## src/rcf_pkg.sv

```systemverilog
/*
 Package for the reset-cause flag register: offsets, bit positions, reset values.
 Assumes a 32-bit word-addressed register port with byte addresses.
*/
package rcf_pkg;
  // ---------------------------------------------------------------------------
  // Addresses
  // ---------------------------------------------------------------------------
  localparam int                ADDR_W          = 8;
  localparam logic [ADDR_W-1:0] RCS_BASE        = 8'h00;
  localparam logic [ADDR_W-1:0] RCS_CLR_OFS     = 8'h04;
  localparam logic [ADDR_W-1:0] RCS_SET_OFS     = 8'h08;
  localparam logic [ADDR_W-1:0] RCS_INV_OFS     = 8'h0C;
  // ---------------------------------------------------------------------------
  // Bit positions
  // ---------------------------------------------------------------------------
  localparam int BIT_SUPPLY_POR  = 31;
  localparam int BIT_CORE_POR    = 30;
  localparam int BIT_CFG_ERR     = 27;
  localparam int BIT_CFG_FAIL    = 26;
  localparam int BIT_CFG_MISM    = 9;
  localparam int BIT_EXT_PIN     = 7;
  localparam int BIT_SW_RESET    = 6;
  localparam int BIT_WDT_TIMEOUT = 4;
  localparam int BIT_SLEEP_WAKE  = 3;
  localparam int BIT_IDLE_WAKE   = 2;
  localparam int BIT_BROWNOUT    = 1;
  localparam int BIT_ANY_POR     = 0;
  // Implemented bits and value after power-on.
  localparam logic [31:0] RCS_IMPL_MASK = 32'hCC0002DF;
  localparam logic [31:0] RCS_RESET_VAL = 32'hC0000003;
  localparam logic [31:0] ZERO_WORD     = 32'h00000000;
endpackage : rcf_pkg

```

## src/rcf_reset_cause_flags.sv

```systemverilog
/*
 Reset-cause status register with clear, set and invert aliases.
 Assumes event inputs from the reset-source logic are asynchronous levels or
 pulses of at least two ref_clk periods; the register port is on ref_clk.
*/
// The register offsets and the plain strobed port were left to the implementer.
`timescale 1ns/100ps
module rcf_reset_cause_flags (
  input  wire logic                       ref_clk,
  input  wire logic                       rstn,
  input  wire logic [rcf_pkg::ADDR_W-1:0] reg_addr,
  input  wire logic [31:0]                reg_wdata,
  input  wire logic                       reg_wr,
  input  wire logic                       reg_rd,
  output logic      [31:0]                reg_rdata,
  input  wire logic                       supply_por_evt,
  input  wire logic                       core_por_evt,
  input  wire logic                       cfg_primary_err_evt,
  input  wire logic                       cfg_alternate_err_evt,
  input  wire logic                       cfg_mismatch_evt,
  input  wire logic                       master_clear_pin,
  input  wire logic                       sw_reset_evt,
  input  wire logic                       wdt_expire_evt,
  input  wire logic                       brownout_evt,
  input  wire logic                       sleep_wake_evt,
  input  wire logic                       idle_wake_evt,
  output logic      [31:0]                reset_cause_status
);
  import rcf_pkg::*;

  // ---------------------------------------------------------------------------
  // Event synchronisation and edge detection
  // ---------------------------------------------------------------------------
  localparam int NEV = 11;

  logic [NEV-1:0] ev_raw;
  logic [NEV-1:0] ev_sync;
  logic [NEV-1:0] ev_last_q;
  logic [NEV-1:0] ev_rise;

  assign ev_raw = {supply_por_evt, core_por_evt, cfg_primary_err_evt,
                   cfg_alternate_err_evt, cfg_mismatch_evt, master_clear_pin,
                   sw_reset_evt, wdt_expire_evt, brownout_evt,
                   sleep_wake_evt, idle_wake_evt};

  rcf_sync #(
    .W (NEV)
  ) u_sync (
    .ref_clk  (ref_clk),
    .rstn     (rstn),
    .async_in (ev_raw),
    .sync_out (ev_sync)
  );

  // Levels held high set the flag once; a clear is not undone until the
  // source drops and rises again, so software sees the next detection only.
  always_ff @(posedge ref_clk)
  begin
    if (!rstn)
      ev_last_q <= '0;
    else
      ev_last_q <= ev_sync;
  end

  assign ev_rise = ev_sync & ~ev_last_q;

  logic e_sup;
  logic e_core;
  logic e_perr;
  logic e_aerr;
  logic e_mism;
  logic e_pin;
  logic e_soft;
  logic e_wdt;
  logic e_brown;
  logic e_sleep;
  logic e_idle;

  assign {e_sup, e_core, e_perr, e_aerr, e_mism, e_pin,
          e_soft, e_wdt, e_brown, e_sleep, e_idle} = ev_rise;

  // The alternate error only matters when the primary read failed too.
  logic cfg_err_seen_q;

  always_ff @(posedge ref_clk)
  begin
    if (!rstn)
      cfg_err_seen_q <= 1'b0;
    else if (e_perr)
      cfg_err_seen_q <= 1'b1;
    else if (e_aerr)
      cfg_err_seen_q <= 1'b0;
  end

  // ---------------------------------------------------------------------------
  // Hardware set vector
  // ---------------------------------------------------------------------------
  logic [31:0] hw_set;

  always_comb
  begin
    hw_set = ZERO_WORD;
    hw_set[BIT_SUPPLY_POR] = e_sup;
    hw_set[BIT_CORE_POR] = e_core;
    hw_set[BIT_CFG_ERR] = e_perr;
    hw_set[BIT_CFG_FAIL] = e_aerr & (cfg_err_seen_q | e_perr);
    hw_set[BIT_CFG_MISM] = e_mism;
    hw_set[BIT_EXT_PIN] = e_pin;
    hw_set[BIT_SW_RESET] = e_soft;
    hw_set[BIT_WDT_TIMEOUT] = e_wdt;
    hw_set[BIT_SLEEP_WAKE] = e_sleep;
    hw_set[BIT_IDLE_WAKE] = e_idle | e_sleep;
    hw_set[BIT_BROWNOUT] = e_brown;
    hw_set[BIT_ANY_POR] = e_sup | e_core;
  end

  // ---------------------------------------------------------------------------
  // Register write decode
  // ---------------------------------------------------------------------------
  // True for the register itself and its three atomic views.
  function automatic logic addr_hit(input logic [ADDR_W-1:0] a);
    logic hit;
    hit = 1'b0;
    case (a)
      RCS_BASE, RCS_CLR_OFS, RCS_SET_OFS, RCS_INV_OFS:
        hit = 1'b1;
      default:
        hit = 1'b0;
    endcase
    return hit;
  endfunction : addr_hit

  function automatic logic [31:0] sw_next(input logic [ADDR_W-1:0] a,
                                          input logic [31:0]       cur,
                                          input logic [31:0]       wd);
    logic [31:0] r;
    r = cur;
    case (a)
      RCS_BASE:    r = wd;
      RCS_CLR_OFS: r = cur & ~wd;
      RCS_SET_OFS: r = cur | wd;
      RCS_INV_OFS: r = cur ^ wd;
      default:     r = cur;
    endcase
    return r;
  endfunction : sw_next

  // set wins over clear
  // A cause landing while software tidies up is never lost to the clear.
  function automatic logic flag_next(input logic sw_bit,
                                     input logic hw_bit);
    return sw_bit | hw_bit;
  endfunction : flag_next

  logic        supply_flag_q;
  logic        core_flag_q;
  logic        cfg_error_flag_q;
  logic        cfg_fail_flag_q;
  logic        mismatch_flag_q;
  logic        pin_flag_q;
  logic        soft_flag_q;
  logic        wdt_flag_q;
  logic        sleep_flag_q;
  logic        idle_flag_q;
  logic        brown_flag_q;
  logic        any_por_flag_q;
  logic [31:0] status_now;
  logic [31:0] sw_val;

  always_comb
  begin
    sw_val = status_now;
    if (reg_wr && addr_hit(reg_addr))
      sw_val = sw_next(reg_addr, status_now, reg_wdata) & RCS_IMPL_MASK;
  end

  // ---------------------------------------------------------------------------
  // Flag registers
  // ---------------------------------------------------------------------------
  // supply power-on flag
  always_ff @(posedge ref_clk)
  begin
    if (!rstn)
      supply_flag_q <= RCS_RESET_VAL[BIT_SUPPLY_POR];
    else
      supply_flag_q <= flag_next(sw_val[BIT_SUPPLY_POR], hw_set[BIT_SUPPLY_POR]);
  end

  always_ff @(posedge ref_clk)
  begin
    if (!rstn)
      core_flag_q <= RCS_RESET_VAL[BIT_CORE_POR];
    else
      core_flag_q <= flag_next(sw_val[BIT_CORE_POR], hw_set[BIT_CORE_POR]);
  end

  always_ff @(posedge ref_clk)
  begin
    if (!rstn)
      cfg_error_flag_q <= RCS_RESET_VAL[BIT_CFG_ERR];
    else
      cfg_error_flag_q <= flag_next(sw_val[BIT_CFG_ERR], hw_set[BIT_CFG_ERR]);
  end

  always_ff @(posedge ref_clk)
  begin
    if (!rstn)
      cfg_fail_flag_q <= RCS_RESET_VAL[BIT_CFG_FAIL];
    else
      cfg_fail_flag_q <= flag_next(sw_val[BIT_CFG_FAIL], hw_set[BIT_CFG_FAIL]);
  end

  always_ff @(posedge ref_clk)
  begin
    if (!rstn)
      mismatch_flag_q <= RCS_RESET_VAL[BIT_CFG_MISM];
    else
      mismatch_flag_q <= flag_next(sw_val[BIT_CFG_MISM], hw_set[BIT_CFG_MISM]);
  end

  always_ff @(posedge ref_clk)
  begin
    if (!rstn)
      pin_flag_q <= RCS_RESET_VAL[BIT_EXT_PIN];
    else
      pin_flag_q <= flag_next(sw_val[BIT_EXT_PIN], hw_set[BIT_EXT_PIN]);
  end

  always_ff @(posedge ref_clk)
  begin
    if (!rstn)
      soft_flag_q <= RCS_RESET_VAL[BIT_SW_RESET];
    else
      soft_flag_q <= flag_next(sw_val[BIT_SW_RESET], hw_set[BIT_SW_RESET]);
  end

  always_ff @(posedge ref_clk)
  begin
    if (!rstn)
      wdt_flag_q <= RCS_RESET_VAL[BIT_WDT_TIMEOUT];
    else
      wdt_flag_q <= flag_next(sw_val[BIT_WDT_TIMEOUT], hw_set[BIT_WDT_TIMEOUT]);
  end

  always_ff @(posedge ref_clk)
  begin
    if (!rstn)
      sleep_flag_q <= RCS_RESET_VAL[BIT_SLEEP_WAKE];
    else
      sleep_flag_q <= flag_next(sw_val[BIT_SLEEP_WAKE], hw_set[BIT_SLEEP_WAKE]);
  end

  always_ff @(posedge ref_clk)
  begin
    if (!rstn)
      idle_flag_q <= RCS_RESET_VAL[BIT_IDLE_WAKE];
    else
      idle_flag_q <= flag_next(sw_val[BIT_IDLE_WAKE], hw_set[BIT_IDLE_WAKE]);
  end

  always_ff @(posedge ref_clk)
  begin
    if (!rstn)
      brown_flag_q <= RCS_RESET_VAL[BIT_BROWNOUT];
    else
      brown_flag_q <= flag_next(sw_val[BIT_BROWNOUT], hw_set[BIT_BROWNOUT]);
  end

  always_ff @(posedge ref_clk)
  begin
    if (!rstn)
      any_por_flag_q <= RCS_RESET_VAL[BIT_ANY_POR];
    else
      any_por_flag_q <= flag_next(sw_val[BIT_ANY_POR], hw_set[BIT_ANY_POR]);
  end

  // ---------------------------------------------------------------------------
  // Status word
  // ---------------------------------------------------------------------------
  // unimplemented bits zero
  always_comb
  begin
    status_now                  = ZERO_WORD;
    status_now[BIT_SUPPLY_POR]  = supply_flag_q;
    status_now[BIT_CORE_POR]    = core_flag_q;
    status_now[BIT_CFG_ERR]     = cfg_error_flag_q;
    status_now[BIT_CFG_FAIL]    = cfg_fail_flag_q;
    status_now[BIT_CFG_MISM]    = mismatch_flag_q;
    status_now[BIT_EXT_PIN]     = pin_flag_q;
    status_now[BIT_SW_RESET]    = soft_flag_q;
    status_now[BIT_WDT_TIMEOUT] = wdt_flag_q;
    status_now[BIT_SLEEP_WAKE]  = sleep_flag_q;
    status_now[BIT_IDLE_WAKE]   = idle_flag_q;
    status_now[BIT_BROWNOUT]    = brown_flag_q;
    status_now[BIT_ANY_POR]     = any_por_flag_q;
  end

  assign reset_cause_status = status_now;

  // ---------------------------------------------------------------------------
  // Read port
  // ---------------------------------------------------------------------------
  // Aliases read back the register itself so software can inspect any view.
  // unimplemented bits zero
  always_ff @(posedge ref_clk)
  begin
    if (!rstn)
      reg_rdata <= ZERO_WORD;
    else if (reg_rd && addr_hit(reg_addr))
      reg_rdata <= status_now & RCS_IMPL_MASK;
    else
      reg_rdata <= ZERO_WORD;
  end
endmodule : rcf_reset_cause_flags

```

## src/rcf_sync.sv

```systemverilog
/*
 Two-flop synchroniser for a vector of asynchronous event levels.
 Assumes the inputs are held for at least two clock periods.
*/
`timescale 1ns/100ps
module rcf_sync #(
  parameter int W = 1
) (
  input  wire logic         ref_clk,
  input  wire logic         rstn,
  input  wire logic [W-1:0] async_in,
  output logic      [W-1:0] sync_out
);
  logic [W-1:0] meta_q;

  always_ff @(posedge ref_clk)
  begin
    if (!rstn)
    begin
      meta_q   <= '0;
      sync_out <= '0;
    end
    else
    begin
      meta_q   <= async_in;
      sync_out <= meta_q;
    end
  end
endmodule : rcf_sync

```

## config.mk

```make
export PLATFORM = sky130hd
export DESIGN_NAME = rcf_reset_cause_flags
export DESIGN_NICKNAME = d
export VERILOG_FILES = /design/src/rcf_pkg.sv /design/src/rcf_reset_cause_flags.sv /design/src/rcf_sync.sv
export SDC_FILE = /design/constraint.sdc
export NUM_CORES = 1
export LEC_CHECK = 0
export ABC_AREA = 1
export BUFFER_PORTS_ARGS = -buffer_cell sky130_fd_sc_hd__buf_2
export CAP_MARGIN = 20
export CORE_ASPECT_RATIO = 0.9
export CORE_MARGIN = 1.5
export CORE_UTILIZATION = 45
export CTS_CLUSTER_DIAMETER = 150
export CTS_CLUSTER_SIZE = 25
export DETAILED_ROUTE_END_ITERATION = 7
export PLACE_DENSITY = 0.74
export SLEW_MARGIN = 20
export SYNTH_ARGS = -nofsm -noshare
export SYNTH_HDL_FRONTEND = slang
export SYNTH_SLANG_ARGS = --single-unit
```

## constraint.sdc

```tcl
create_clock -name ref_clk -period 3.6 [get_ports ref_clk]
set_input_delay 0.36 -clock ref_clk [delete_from_list [all_inputs] [get_ports ref_clk]]
set_output_delay 0.36 -clock ref_clk [all_outputs]
set_load 0.05 [all_outputs]
```

==> metrics.txt <==
clock sink total=58; critical path cell sequence=buf_2 > nor2_2 > nand2_1 > nor2_4 > nor2_1 > nand2_2 > nand3_1 > nor2_1; max incr delay on CP=0.42 ns; GR Layer Usage met3=0.0407; WL per Instance=slightly below 10 microns; DRC viols=0; Mapped Avg Cell Area=~7.2 sq um; worst hold slack=0.201 ns; most frequent cells in the layout=nand2_1, inv_1, dfxtp_1, buf_2, conb_1; final antenna-violating net count=0; routed via count=2,379; worst setup path class=input port to register; met2 Use GR=0.267; peak supply drop=0.204 mV; Finished Core Util=0.517; Final Max Tran Viols=0; Post-CTS Setup Inserts=0; placed cells=556; Critical Path Sink Type=register; Worst Tran Pin Value=0.704 ns; share of layout cells above drive strength 1=0.183; r2r startpoint=cfg_fail_flag_q$_SDFF_PN0_; P_leak=0.00214 uW; CP Data Required Time=3.85 ns; Final min period=1.71 ns; Sw Pwr=436 uW; slowest CP cell=nand3_1; FF+latch count, synth=58; maxcap violations=0; combinational share of power=0.136; Reg2Reg Depth=8; Setup crit start=reg_addr[1]; Worst slew margin=0.531; post-route insts no fill=572; die area=7380 sq um; min-delay worst type=input port to register; Core ar.=~6600 sq um; status=finished, final reports clean; PortBufs=58; global-route wire length before repair=9030 microns; Avg Vias per Cell=4.16; Final Hold Viols=0; Final HPWL DP=3990 microns; Mapped Cells=~430; post-cts sizing count=0; grt met1 use=0.180; CTS Buf Count=9; largest net degree at the start of global routing=44; mapped cell area=between 3000 and 4000 sq um; final estimated routing congestion in global placement=0.738; Sw Share=0.284; CP Data Arrival Time=1.97 ns; vias in the first global route=approximately 2,100; clock share of power=0.426; Seq/Total Area, Yosys=0.376; CP max FO=13; Fmax=583 MHz; clk_lat worst skew=around 0.34 ns; CP most frequent cell=nor2_1; Syn. warnings=0; worst clock skew=0.00726 ns; unrepaired setup endpoints after global routing=false; Initial Util=0.467; setup TNS=0 ns; Ports=119; WL final=about 5600 microns; diode count=0; fill cell count=680; initial antenna violation count=0; pwr/cell area=448 nW/um^2; post-synth cell types=20; Root Buffer=clkbuf_8; Int Power=1100 uW; commonest non-fill, non-tap cell in the layout=nand2_1; Tcrit/Tclk final=0.476; # rows=28; die width=roughly 90 microns; crit path launch type=input port; Final setup viols=0; fin nets=556; DR iter-0 viols=110; Area growth, synth to finish=10.8%; Clock Tree Buf Depth=2; CP endpoint=reg_rdata[0]$_SDFF_PN0_; cts hold-fix bufs=0; CTS tree=yes; H-tree depth=3; DR pass1 iterations=5; Die H=81.6 microns; reg2reg end=cfg_fail_flag_q$_SDFF_PN0_; reg-to-reg slack, setup=2.32 ns; clk slew on worst S/H paths=approximately 0.070 ns; Top Usage Layer GRT=met2; GRT Residual Overflow=0; Reg power frac=0.439; total track usage=0.158
## layout make-up
class	instances	area, sq um	share of cell area
Clock inverter	3	45.0	0.0132
Sequential cell	58	1160	0.339
Tap cell	90	113	0.0329
Inverter	90	338	0.0986
Multi-Input combinational cell	260	1300	0.379
Timing Repair Buffer	58	290	0.0848
Clock buffer	13	179	0.0522
## flip-flops by register name, summed over array words and instances (netlist names)
name              count
cfg_error_flag_q      1
core_flag_q           1
cfg_fail_flag_q       1
sleep_flag_q          1
u_sync.meta_q        11
cfg_err_seen_q        1
supply_flag_q         1
idle_flag_q           1
wdt_flag_q            1
u_sync.sync_out      11
any_por_flag_q        1
brown_flag_q          1
mismatch_flag_q       1
reg_rdata            12
pin_flag_q            1
ev_last_q            11
soft_flag_q           1
## routing by layer
| layer | vias up | part of all wire |
|---|---|---|
| met5 | - | 0 |
| met3 | 9 | 0.069 |
| met2 | 86 | 0.47 |
| li1 | 1246 | - |
| met1 | 1038 | 0.44 |
| met4 | 0 | 0.022 |
## metrics by stage
step	area, sq um	setup slack [ns]	total power [uW]
2_1_floorplan	3240	2.21	895
3_3_place_gp	3200	1.60	889
3_5_place_dp	3200	1.55	895
4_1_cts	3420	1.89	1550
5_1_grt	3420	1.71	1600
6_report	3420	1.89	1530
## cells by family (layout without fill, tap and decap cells)
logic type                 Yosys count  after routing  share of synthesized area
buffers and inverters              152            164                      0.252
AOI/OAI and AO/OA                   22             22                     0.0356
adders and majority gates           24             24                     0.0971
other                                1             40                    0.00121
and+or+nand+nor                    174            174                      0.239
DFF                                 58             58                      0.376
## power by group through the flow
stage          Combinational [uW]  Sequential, uW  Clock [uW]
6_report                      208             673         653
5_1_grt                       229             675         698
2_1_floorplan                 209             686           0
4_1_cts                       209             673         664
3_3_place_gp                  202             687           0
3_5_place_dp                  208             688           0
## cells in the mapped netlist
| library cell | n | share of area |
|---|---|---|
| ha_1 | 24 | 0.097 |
| nand2_2 | 2 | 0.0040 |
| buf_6 | 1 | 0.0036 |
| o21ai_0 | 7 | 0.011 |
| buf_4 | 52 | 0.13 |
| nand3_1 | 11 | 0.018 |
| buf_2 | 4 | 0.0065 |
| inv_1 | 89 | 0.11 |
| nand2_4 | 2 | 0.0073 |
| nor2_2 | 5 | 0.010 |
| o21ai_1 | 10 | 0.016 |
| clkbuf_1 | 5 | 0.0061 |
| nor2_8 | 1 | 0.0065 |
| nor2_4 | 3 | 0.011 |
| nor2_1 | 26 | 0.032 |
| nand2_1 | 124 | 0.15 |
| dfxtp_1 | 58 | 0.38 |
| inv_2 | 1 | 0.0012 |
| conb_1 | 1 | 0.0012 |
| a21oi_1 | 5 | 0.0081 |
## worst max-delay path, delay by kind of cell
kind	cells	cell delay [ns]
buffers and inverters	1	0.10
AND/OR/NAND/NOR	7	1.49
## worst min-delay path by stage
stage	startpoint	end	slack [ns]	depth (start not counted)
after floorplan	u_sync.meta_q[0]$_SDFF_PN0_	u_sync.sync_out[0]$_SDFF_PN0_	0.39	2
after global routing	sw_reset_evt	u_sync.meta_q[4]$_SDFF_PN0_	0.19	3
after detailed placement	u_sync.meta_q[3]$_SDFF_PN0_	u_sync.sync_out[3]$_SDFF_PN0_	0.40	2
after global placement	u_sync.meta_q[7]$_SDFF_PN0_	u_sync.sync_out[7]$_SDFF_PN0_	0.40	2
final	sw_reset_evt	u_sync.meta_q[4]$_SDFF_PN0_	0.20	3
after CTS	sw_reset_evt	u_sync.meta_q[4]$_SDFF_PN0_	0.19	3
Power figures use the tool's default switching activity.
